$ cat config.mk
export PLATFORM = sky130hd
export DESIGN_NAME = rsup_top
export DESIGN_NICKNAME = d
export VERILOG_FILES = /design/src/common/rsup_pkg.sv /design/src/hdl/rsup_clkdiv.sv /design/src/hdl/rsup_sync2.sv /design/src/hdl/rsup_top.sv
export SDC_FILE = /design/constraint.sdc
export NUM_CORES = 1
export LEC_CHECK = 0
export BUFFER_PORTS_ARGS = -buffer_cell sky130_fd_sc_hd__buf_2
export CAP_MARGIN = 20
export CORE_MARGIN = 5
export CORE_UTILIZATION = 45
export CTS_BUF_LIST = sky130_fd_sc_hd__clkbuf_8
export CTS_CLUSTER_DIAMETER = 40
export DETAILED_ROUTE_END_ITERATION = 7
export PLACE_DENSITY = 0.79
export SYNTH_ARGS = -nofsm -noshare
export SYNTH_HDL_FRONTEND = slang
export SYNTH_HIERARCHICAL = 1
export SYNTH_SLANG_ARGS = --single-unit
export TNS_END_PERCENT = 30
$ cat constraint.sdc
create_clock -name REF_CLK_IN -period 0.8 [get_ports REF_CLK_IN]
set_clock_uncertainty 0.2 [all_clocks]
set_input_delay 0.04 -clock REF_CLK_IN [delete_from_list [all_inputs] [get_ports REF_CLK_IN]]
set_output_delay 0.04 -clock REF_CLK_IN [all_outputs]
set_load 0.01 [all_outputs]
$ cat src/common/rsup_pkg.sv
// Package: register map, fields, timing counts and carrier structs of the reset and supply supervisor
// Behaviour
// Reset pin is an input for external requests and an open-drain output for internal sources.
// External low on the reset pin is caught asynchronously, even while halted.
// Watchdog underflow drives the reset pin low for at least a minimum pulse time.
// Low-voltage output holds a static reset while supply is below threshold.
// During a low-voltage reset the reset pin is driven low for board devices.
// Low-voltage reset exists only when a non-volatile option enables it.
// Low-voltage threshold is one of three levels chosen by an option read at startup.
// Low-voltage reset after a watchdog reset wins and clears the watchdog flag.
// Supply-warning comparator output is a read-only real-time flag; writes do nothing.
// Supply-warning threshold comes from a two-bit field in the threshold register.
// With enable set, each warning threshold crossing in either direction raises an interrupt.
// Warning interrupt reaches the CPU only with enable set and CPU mask cleared.
// In Wait the supervisor keeps running and a warning interrupt wakes the device.
// In Halt the integrity status register freezes and warning interrupts do not wake.
// Clock-output enable resets to 0; at 1 the main clock drives the shared pin.
// Slow-mode bit resets to 0; at 1 CPU clock is oscillator clock divided by 32.
// Software writes zeros to the six upper bits of the main clock register.
// After the active phase internal reset holds 256 or 4096 CPU cycles per clock source.
// Watchdog flag is set by watchdog reset, cleared by writing zero or low-voltage reset.
// Low-voltage flag is set by low-voltage reset, cleared by reading, kept through other resets.
// Asynchronous reset request is released through a two-stage synchroniser onto the clock.
package rsup_pkg;
  localparam logic [31:0] CLK_CTRL_ADDR = 32'h0000_0000;
  localparam logic [31:0] INTEG_ADDR = 32'h0000_0004;
  localparam logic [31:0] THCR_ADDR = 32'h0000_0008;
  localparam int CLK_OUT_BIT = 1;
  localparam int SLOW_BIT = 0;
  localparam int WDG_FLAG_BIT = 4;
  localparam int LV_FLAG_BIT = 2;
  localparam int WARN_FLAG_BIT = 1;
  localparam int WARN_IE_BIT = 0;
  localparam logic [7:0] CLK_CTRL_RESET = 8'h00;
  localparam logic [1:0] THSEL_RESET = 2'h0;
  localparam logic [4:0] SLOW_DIV_LAST = 5'h1F;
  localparam int CLK_MHZ = 50;
  localparam int WDG_PULSE_NS = 500;
  localparam int WDG_PULSE_CYC = (WDG_PULSE_NS * CLK_MHZ + 999) / 1000;
  localparam logic [12:0] DELAY_SHORT = 13'h0100;
  localparam logic [12:0] DELAY_LONG = 13'h1000;
  localparam int WDG_CNT_W = 8;

  typedef enum logic [1:0] {
    RST_RUN,
    RST_ACTIVE,
    RST_DELAY
  } rst_state_e;

  typedef struct packed {
    logic [31:0] addr;
    logic write;
    logic sel;
  } ahb_addr_s;
endpackage : rsup_pkg

$ cat src/hdl/rsup_clkdiv.sv
// Divide-by-32 enable generator for slow mode
`timescale 1ns/1ps
module rsup_clkdiv (
  input wire logic clk_in,
  input wire logic rst_in,
  input wire logic slow_in,
  output logic cpu_en_out
);
  import rsup_pkg::*;
  logic [4:0] cnt_q;

  always_ff @(posedge clk_in) begin
    if (rst_in || !slow_in) begin
      cnt_q <= 5'h00;
    end else begin
      cnt_q <= cnt_q + 5'h01;
    end
  end

  assign cpu_en_out = !slow_in || (cnt_q == SLOW_DIV_LAST);
endmodule : rsup_clkdiv

$ cat src/hdl/rsup_sync2.sv
// Two-stage synchroniser with asynchronous assert, clocked release
`timescale 1ns/1ps
module rsup_sync2 (
  input wire logic clk_in,
  input wire logic arst_in,
  output logic rel_out
);
  logic [1:0] sync_q;

  always_ff @(posedge clk_in or posedge arst_in) begin
    if (arst_in) begin
      sync_q <= 2'b11;
    end else begin
      sync_q <= {sync_q[0], 1'b0};
    end
  end

  assign rel_out = sync_q[1];
endmodule : rsup_sync2

$ cat src/hdl/rsup_top.sv
// Reset sequencer, supply supervisor and main clock control with AHB-Lite registers
//
// The register offsets and the AHB-Lite slave port were left to the implementer.
`timescale 1ns/1ps
module rsup_top (
  input wire logic REF_CLK_IN,
  input wire logic SYS_RST_IN,
  input wire logic HSEL_IN,
  input wire logic [31:0] HADDR_IN,
  input wire logic [1:0] HTRANS_IN,
  input wire logic HWRITE_IN,
  input wire logic [2:0] HSIZE_IN,
  input wire logic [31:0] HWDATA_IN,
  input wire logic HREADY_IN,
  output logic [31:0] HRDATA_OUT,
  output logic HREADYOUT_OUT,
  output logic HRESP_OUT,
  input wire logic RESET_PIN_IN,
  output logic RESET_PIN_OUT,
  output logic RESET_PIN_OE_OUT,
  input wire logic WDG_UNDERFLOW_IN,
  input wire logic LOW_VOLTAGE_DETECTOR_IN,
  input wire logic LOW_VOLTAGE_OPTION_EN_IN,
  input wire logic [1:0] LOW_VOLTAGE_LEVEL_OPT_IN,
  input wire logic LONG_DELAY_OPT_IN,
  input wire logic SUPPLY_WARNING_DETECTOR_IN,
  input wire logic CPU_IRQ_MASK_IN,
  input wire logic CPU_IRQ_ACK_IN,
  input wire logic WAIT_MODE_IN,
  input wire logic HALT_MODE_IN,
  input wire logic OSCILLATOR_CLOCK_IN,
  output logic [1:0] LOW_VOLTAGE_LEVEL_OUT,
  output logic LOW_VOLTAGE_ENABLE_OUT,
  output logic [1:0] WARNING_THRESHOLD_SEL_OUT,
  output logic INTERNAL_RESET_OUT,
  output logic SUPPLY_WARNING_IRQ_OUT,
  output logic WAKE_OUT,
  output logic CLOCK_OUTPUT_ENABLE_OUT,
  output logic CLOCK_PIN_OUT,
  output logic CPU_CLK_EN_OUT
);
  import rsup_pkg::*;

  typedef struct packed {
    ahb_addr_s ap;
    logic [31:0] rdata;
    logic clock_output_enable;
    logic slow_mode_select;
    logic [1:0] warning_threshold_sel;
    logic supply_warning_irq_en;
    logic watchdog_reset_flag;
    logic low_voltage_reset_flag;
    logic supply_warning_flag;
    logic warn_prev;
    logic irq_pend;
    logic opt_lv_en;
    logic [1:0] opt_level;
    logic opt_long;
    logic opt_taken;
    rst_state_e phase;
    logic [12:0] dly;
    logic [7:0] wdg_cnt;
    logic pin_low;
    logic int_rst;
    logic irq;
    logic wake;
    logic clk_pin;
    logic cpu_en;
  } state_s;

  state_s s_q;
  state_s s_d;
  logic ext_rel;
  logic cpu_en;
  logic lv_low;
  logic wr_go;
  logic rd_go;

  // External low sets the synchroniser without a clock, so halted parts still reset
  rsup_sync2 u_sync (
    .clk_in(REF_CLK_IN),
    // Own pull-down masked, else the delay phase would retrigger itself
    .arst_in((!RESET_PIN_IN && !s_q.pin_low) || SYS_RST_IN),
    .rel_out(ext_rel)
  );

  rsup_clkdiv u_div (
    .clk_in(REF_CLK_IN),
    .rst_in(SYS_RST_IN),
    .slow_in(s_q.slow_mode_select),
    .cpu_en_out(cpu_en)
  );

  function automatic logic hit(input logic [31:0] a, input logic [31:0] base);
    hit = (a[7:2] == base[7:2]);
  endfunction : hit

  assign lv_low = s_q.opt_lv_en && LOW_VOLTAGE_DETECTOR_IN;
  assign wr_go = s_q.ap.sel && s_q.ap.write;
  assign rd_go = HSEL_IN && HREADY_IN && HTRANS_IN[1] && !HWRITE_IN;

  always_comb begin
    s_d = s_q;
    s_d.ap.sel = HSEL_IN && HREADY_IN && HTRANS_IN[1];
    s_d.ap.addr = HADDR_IN;
    s_d.ap.write = HWRITE_IN;
    // Options latched once after reset release, never from reset itself
    if (!s_q.opt_taken) begin
      s_d.opt_lv_en = LOW_VOLTAGE_OPTION_EN_IN;
      s_d.opt_level = LOW_VOLTAGE_LEVEL_OPT_IN;
      s_d.opt_long = LONG_DELAY_OPT_IN;
      s_d.opt_taken = 1'b1;
    end
    // Register writes in data phase
    if (wr_go) begin
      if (hit(s_q.ap.addr, CLK_CTRL_ADDR)) begin
        s_d.clock_output_enable = HWDATA_IN[CLK_OUT_BIT];
        s_d.slow_mode_select = HWDATA_IN[SLOW_BIT];
      end
      if (hit(s_q.ap.addr, INTEG_ADDR) && !HALT_MODE_IN) begin
        s_d.supply_warning_irq_en = HWDATA_IN[WARN_IE_BIT];
        if (!HWDATA_IN[WDG_FLAG_BIT]) begin
          s_d.watchdog_reset_flag = 1'b0;
        end
      end
      if (hit(s_q.ap.addr, THCR_ADDR)) begin
        s_d.warning_threshold_sel = HWDATA_IN[1:0];
      end
    end
    // Reads return a stable word captured at the address phase
    s_d.rdata = 32'h0000_0000;
    if (rd_go) begin
      if (hit(HADDR_IN, CLK_CTRL_ADDR)) begin
        s_d.rdata[CLK_OUT_BIT] = s_q.clock_output_enable;
        s_d.rdata[SLOW_BIT] = s_q.slow_mode_select;
      end else if (hit(HADDR_IN, INTEG_ADDR)) begin
        s_d.rdata[WDG_FLAG_BIT] = s_q.watchdog_reset_flag;
        s_d.rdata[LV_FLAG_BIT] = s_q.low_voltage_reset_flag;
        s_d.rdata[WARN_FLAG_BIT] = s_q.supply_warning_flag;
        s_d.rdata[WARN_IE_BIT] = s_q.supply_warning_irq_en;
        if (!HALT_MODE_IN) begin
          s_d.low_voltage_reset_flag = 1'b0;
        end
      end else if (hit(HADDR_IN, THCR_ADDR)) begin
        s_d.rdata[1:0] = s_q.warning_threshold_sel;
      end
    end
    // Supply warning: status frozen in Halt, comparator value tracked otherwise
    if (!HALT_MODE_IN) begin
      s_d.supply_warning_flag = SUPPLY_WARNING_DETECTOR_IN;
      s_d.warn_prev = s_q.supply_warning_flag;
      if (CPU_IRQ_ACK_IN) begin
        s_d.irq_pend = 1'b0;
      end
      // Set beats acknowledge in the same cycle
      if (s_q.supply_warning_irq_en && (s_q.supply_warning_flag != s_q.warn_prev)) begin
        s_d.irq_pend = 1'b1;
      end
    end
    if (!s_q.supply_warning_irq_en) begin
      s_d.irq_pend = 1'b0;
    end
    s_d.irq = s_d.irq_pend && s_d.supply_warning_irq_en && !CPU_IRQ_MASK_IN;
    s_d.wake = s_d.irq && WAIT_MODE_IN && !HALT_MODE_IN;
    // Watchdog pulse stretcher
    if (WDG_UNDERFLOW_IN) begin
      s_d.wdg_cnt = WDG_CNT_W'(WDG_PULSE_CYC);
      s_d.watchdog_reset_flag = 1'b1;
    end else if (s_q.wdg_cnt != '0) begin
      s_d.wdg_cnt = s_q.wdg_cnt - 8'h01;
    end
    if (lv_low) begin
      s_d.low_voltage_reset_flag = 1'b1;
      s_d.watchdog_reset_flag = 1'b0;
    end
    // Reset sequencer
    case (s_q.phase)
      RST_RUN: begin
        if (ext_rel || lv_low || s_d.wdg_cnt != '0) begin
          s_d.phase = RST_ACTIVE;
        end
      end
      RST_ACTIVE: begin
        if (!ext_rel && !lv_low && s_d.wdg_cnt == '0) begin
          s_d.phase = RST_DELAY;
          s_d.dly = s_q.opt_long ? DELAY_LONG : DELAY_SHORT;
        end
      end
      RST_DELAY: begin
        if (ext_rel || lv_low || s_d.wdg_cnt != '0) begin
          s_d.phase = RST_ACTIVE;
        end else if (cpu_en) begin
          if (s_q.dly == 13'h0001) begin
            s_d.phase = RST_RUN;
          end
          s_d.dly = s_q.dly - 13'h0001;
        end
      end
      default: begin
        s_d.phase = RST_ACTIVE;
      end
    endcase
    s_d.int_rst = (s_d.phase != RST_RUN);
    // Pin pulled low for internal sources and throughout the delay
    s_d.pin_low = lv_low || (s_d.wdg_cnt != '0) || (s_d.phase == RST_DELAY);
    if (s_d.int_rst) begin
      s_d.clock_output_enable = 1'b0;
      s_d.slow_mode_select = 1'b0;
    end
    s_d.clk_pin = s_q.clock_output_enable && OSCILLATOR_CLOCK_IN;
    s_d.cpu_en = cpu_en;
  end

  always_ff @(posedge REF_CLK_IN) begin
    if (SYS_RST_IN) begin
      s_q <= '0;
      s_q.phase <= RST_ACTIVE;
      s_q.int_rst <= 1'b1;
      s_q.warning_threshold_sel <= THSEL_RESET;
      s_q.clock_output_enable <= CLK_CTRL_RESET[CLK_OUT_BIT];
      s_q.slow_mode_select <= CLK_CTRL_RESET[SLOW_BIT];
    end else begin
      s_q <= s_d;
    end
  end

  // Zero-wait slave, always OKAY; upper bits of the clock register are ignored
  assign HRDATA_OUT = s_q.rdata;
  assign HREADYOUT_OUT = 1'b1;
  assign HRESP_OUT = 1'b0;
  assign RESET_PIN_OUT = 1'b0;
  assign RESET_PIN_OE_OUT = s_q.pin_low;
  assign LOW_VOLTAGE_LEVEL_OUT = s_q.opt_level;
  assign LOW_VOLTAGE_ENABLE_OUT = s_q.opt_lv_en;
  assign WARNING_THRESHOLD_SEL_OUT = s_q.warning_threshold_sel;
  assign INTERNAL_RESET_OUT = s_q.int_rst;
  assign SUPPLY_WARNING_IRQ_OUT = s_q.irq;
  assign WAKE_OUT = s_q.wake;
  assign CLOCK_OUTPUT_ENABLE_OUT = s_q.clock_output_enable;
  assign CLOCK_PIN_OUT = s_q.clk_pin;
  assign CPU_CLK_EN_OUT = s_q.cpu_en;
endmodule : rsup_top

---- Word level (Yosys, flattened, before mapping) ----
Index checks and enable logic that the tools add are counted.
word-level totals
  register bits ........................... 93
  latch bits .............................. 0
  memory bits (writable) .................. 0
  bits in read-only memories .............. 0
  input bits .............................. 87
  output and inout port bits .............. 47
  logic and storage cells ................. 129
  memories kept ........................... 0
operators by class
  add/subtract/negate cells ............... 3
  $mul .................................... 0
  div/mod/pow operators ................... 0
  magnitude comparators ................... 0
  equality and inequality tests ........... 16
  shifts and indexed selects .............. 0
  multiplexer cells ....................... 27
  bitwise operators ....................... 2
  reduce and logical (&&, ||, !) cells .... 51
operator list
  operator                                             number
  2-to-1 mux 15 bit                                    2
  2-to-1 mux 13 bit                                    2
  one-hot mux 13 bit (2 select lines)                  1
  2-to-1 mux 2 bit                                     8
  2-to-1 mux 8 bit                                     2
  nonzero test 8 bit                                   2
  logical AND 1 bit                                    15
  == test 13 x 1 -> 1 bit (second input constant)      1
  subtractor 13 x 1 -> 13 bit (second input constant)  1
  == test 6 x 1 -> 1 bit (second input constant)       2
  == test 6 x 2 -> 1 bit (second input constant)       2
  logical NOT 6 bit                                    2
  nonzero test 2 bit                                   6
  2-to-1 mux 1 bit                                     11
  logical NOT 1 bit                                    8
  logical NOT 8 bit                                    1
  inequality test 2 bit (second input constant)        4
  AND reduction 4 bit                                  2
  subtractor 8 x 1 -> 8 bit (second input constant)    1
  logical OR 1 bit                                     7
  one-hot mux 2 bit (3 select lines)                   1
  OR reduction 2 bit                                   3
  adder 5 x 1 -> 5 bit (second input constant)         1
  == test 5 bit (second input constant)                1
  other kinds (9)                                      13

---- Depth between registers and ports, before layout ----
  depth after elaboration ................. 9
  gate-level depth with buffers ........... 10
  mapped depth without buffers ............ 10

---- Hierarchy ----
Netlist, hierarchy kept.
modules (own cells, without submodules)
  module       instances  cells an instance  area each (um2)  sequential area each (um2)
  rsup_top     1          333                2857.7           1121.1
  rsup_clkdiv  1          21                 209.0            100.1
  rsup_sync2   1          4                  60.1             52.6

---- Worst setup path before layout ----
No wires, ideal clock.
  path kind ............................... register to register
  start ................................... reg s_q[6] (netlist bit)
  end ..................................... reg s_q[21] (netlist bit)
  library setup time ...................... 117 ps
  data arrival time ....................... 2767 ps
  required time ........................... 483 ps
  path slack .............................. -2284 ps
  stages on the path, launching flop included .. 10
  buffers on the path ..................... 1
  clock period less this slack ............ 3084 ps
  path through ............................ dfxtp_1 > inv_1 > ha_1 > or4b_2 > or2_2 > o2bb2ai_1 > nand2b_1 > buf_2 > or4b_2 > a32o_1
on the way
  longest elaborated chain between the ends .. 7
  elaborated cells on any way between the ends .. 11
  those cells by class .................... 1 x add/sub; 2 x eq/ne; 2 x mux; 6 x reduce/logical
RTL lines
  element                                                                 RTL line                          text
  start: declaration                                                      rsup_top.sv:71                    state_s s_q;
  subtractor 8 x 1 -> 8 bit / nonzero test 8 bit (equally long branches)  rsup_top.sv:170, rsup_top.sv:169
  2-to-1 mux 8 bit *                                                      rsup_top.sv:169                   end else if (s_q.wdg_cnt != '0) begin
  2-to-1 mux 8 bit *                                                      rsup_top.sv:166                   if (WDG_UNDERFLOW_IN) begin
  logical NOT 8 bit / nonzero test 8 bit (equally long branches)          rsup_top.sv:184, rsup_top.sv:190
  logical AND 1 bit / logical OR 1 bit (equally long branches)            rsup_top.sv:184, rsup_top.sv:190
  inequality test 2 bit (no source line)                                  n/a
  AND reduction 4 bit (no source line) *                                  n/a
Every way passes the cells marked *; elsewhere a longest branch is shown, timed or not.
A chain may end at the register's enable or synchronous reset.

---- Worst setup path in the final report ----
  start ................................... reg s_q[8] (netlist bit)
  end ..................................... reg s_q[23] (netlist bit)
The elaborated chain is that of the path after synthesis.

==> results.toml <==
[logic_synthesis]
synth_cell_types = 55
synth_warnings = 6
synth.top_cell.area_share_pct = 39.1
synth_most_common_cell = "dfxtp_1"
ys.flop_type = "dfxtp_1"
syn_inst = 358
yosysSeqAreaShare_pct = 40.7
synth_edf_count = 0
avgSynthCellArea_um2 = 8.73
synth-seq-cells = 63
syn-cell-area_um2 = 3130
synth_common_cells = "61 x dfxtp_1, 41 x nor2_1, 39 x buf_4, 25 x a21oi_1"
synthTopCellsByArea = "dfxtp_1 39%, buf_4 9.4%, nor2_1 4.9%"
netlist.top_cell.by_area = "dfxtp_1"
async_reset_ff_share_pct = 3.17

[clock_tree]
cts_tree = "built"
root_buffer = "clkbuf_8"
worstSkewPairLatency_ns = 0.35
clockBufferDepth = 2
h-tree-depth = 3
path_clk_slew_ns = 0.07
numCtsBuffers = 9
cts.sinks = 63
hold_buffers = 5

[detailed_routing]
wl_per_cell_um = 16.3
first_pass_iters = 4
ant_nets = 0
vias_per_cell = 5.38
drc = 0
vias = 3216
drtIter0Drc = 270
wirelength_mm = 9.78

[floorplan]
die_area_um2 = 8720
core_um2 = 6790
die_x_um = 93.4
dieHeight_um = 93.4
design.portCount = 134
floorplan.initialDensity_pct = 46.0
num_rows = 30

[global_route]
grt.overflow.total = 0
antenna_found_initial = 0
grt_max_degree = 28
grt_pass1_vias = 3224
grt_pass1_wl_mm = 14.8
gr-usage-all-layers_pct = 21.5

[critical_path]
rr_worst_depth = 6
cp.arrival_ns = 2.90
critPathMostFrequentCell = "or4_4"
r2r-end = "s_q[23]"
r2r_slack_ns = -2.01
crit_path_top_delay_cell = "or4_4"
critPathTopFamily = "simple AND/OR/NAND/NOR gates"
worstPathRequired_ns = 0.89
critical_path_class = "flip-flop to flip-flop"
cp-end-kind = "flip-flop"
cp_max_fo = 3
max_stage_delay_ns = 0.54
cp_num_buf_inv = 0
r2r-start = "s_q[8]"
crit_chain = "or4_4 -> o41a_1 -> or2_4 -> or4_4 -> or4_1 -> a21oi_1"
cp_num_cells = 6
crit_start = "s_q[8]"
crit_end = "s_q[23]"
startpoint_type = "flip-flop"

[sta]
hold_viol_final = 36
max_freq_ghz = 0.356
setup-violations-final = 69
whs_ns = -0.338
rsz0062_at_grt = "yes"
timing.final.crit_period_ns = 2.81
fin_crit_sh_pct = 351
final.setup.worst_slack_ns = -2.01
drv_slew = 0

[pwr]
finalPower_mw = 8.80
leakagePower_nw = 2.08
irDropWorstVdd_mv = 1.40
power_density_nw_per_um2 = 1850

[final_layout]
diodes = 0
fillers = 423
nNetsFinal = 589
fin_area_um2 = 4760
area_growth_syn_to_layout_pct = 52.2
drive_gt1_share_pct = 49.2

[run_status]
violations = "negative hold slack, negative setup slack"
outcome = "finished with violations"

[hold_path]
min_from = "CPU_IRQ_MASK_IN"
min_path_type = "input pin to flip-flop"

[job]
cap_violations = 0

[placed_design]
portBuffers = 43
dp_hpwl_mm = 5.96
gp_congestion = 0.906
pre_cts_slack_ns = -1.98
post_dp_cell_area_um2 = 3950
-- cell families (layout without fill, tap and decap cells) --
family	count (synthesis)	count (layout)	share of synthesized area, %
buffers and inverters	66	181	13.0
AOI/OAI and AO/OA	57	57	12.0
adders and majority gates	5	5	2.00
xor gates and xnor gates	5	5	1.40
DFF	63	63	40.7
other	3	32	0.360
and+or+nand+nor	145	145	26.1
muxes	14	14	4.48
-- routing by layer --
layer | up-vias | track usage, % | share of wire (%)
li1 | 1486 | - | -
met1 | 1549 | 23.8 | 37
met2 | 152 | 37.6 | 52
met3 | 29 | 5.63 | 7.5
met4 | 0 | 11.0 | 3.1
met5 | - | 0 | 0
-- registers in the layout (all words and copies together) (netlist names) --
register                   flops
s_q                           40
u_div/cnt_q                    5
HRDATA_OUT                     4
LOW_VOLTAGE_LEVEL_OUT          2
WARNING_THRESHOLD_SEL_OUT      2
u_sync/sync_q                  2
CLOCK_OUTPUT_ENABLE_OUT        1
CLOCK_PIN_OUT                  1
CPU_CLK_EN_OUT                 1
INTERNAL_RESET_OUT             1
LOW_VOLTAGE_ENABLE_OUT         1
RESET_PIN_OE_OUT               1
SUPPLY_WARNING_IRQ_OUT         1
WAKE_OUT                       1
-- cell type report --
cell class              instances  area (µm²)  share of cell area, %
well taps                      96         120                   2.52
clock inverters                 5        50.0                   1.05
inverters                      12        45.0                  0.946
repair buffers                153        1170                   24.6
clock buffers                  11         151                   3.18
multi-input cells             258        1920                   40.4
flip-flops and latches         63        1300                   27.3
-- worst register-to-register path, delay by kind of cell, from the launching register on --
family | cells | cell delay (ns)
compound gates | 2 | 0.51
flops | 1 | 0.32
simple gates | 4 | 1.72
-- placed cells by master (no fill, tap or decap), types with 3 or more instances in the layout --
cell            n
buf_2          35
nor4_1          5
nor2b_1        13
buf_6          24
buf_4          89
or4b_4          4
or4_1           6
dfxtp_2        18
a21oi_1        17
clkbuf_8       11
dfxtp_1        42
nor3_1          7
or2b_1          3
o21ai_1         3
nor4_2          3
nand2_1        10
dlygate4sd3_1   3
or4_4           5
ha_1            3
inv_1          12
a32o_1          3
nand4_1         5
nand3_1         9
nor2_1         39
conb_1         32
a21oi_2         8
nor3b_1         3
o31ai_1         7
mux2i_1        12
or2_2           3
-- metrics by stage --
| stage | utilization (%) | instances | setup TNS (ns) |
|---|---|---|---|
| final | 70.1 | 598 | -63.87 |
| after global routing | 70.1 | 598 | -67.72 |
| after CTS | 66.4 | 593 | -64.63 |
| after detailed placement | 58.1 | 563 | -62.10 |
| after global placement | 58.1 | 563 | -60.03 |
| after floorplan | - | 387 | -56.55 |
-- worst min-delay path by stage --
stage,endpoint,slack [ns],cells past startpoint
final,SUPPLY_WARNING_IRQ_OUT,-0.34,2
after global routing,SUPPLY_WARNING_IRQ_OUT,-0.35,2
after CTS,SUPPLY_WARNING_IRQ_OUT,-0.34,2
after detailed placement,u_sync/sync_q[0],-0.07,3
after global placement,u_sync/sync_q[0],-0.08,3
after floorplan,u_sync/sync_q[0],-0.17,2
-- where the power goes --
part | switching [mW] | internal [mW] | leakage [nW] | total, mW
combinational | 1.28 | 1.31 | 1.44 | 2.58
clock | 1.28 | 1.58 | 0.108 | 2.86
sequential | 0.0895 | 3.27 | 0.525 | 3.36
total | 2.65 | 6.15 | 2.08 | 8.80
-- what timing repair did --
action / in CTS / in global routing
setup endpoints to repair: 68 / 72
cloned: 1 / 0
pin swaps: 18 / 15
endpoints found under the hold margin: 39 / 34
buffers inserted: 9 / 6
gates resized for setup: 62 / 48
(Power assumes the default switching activity.)
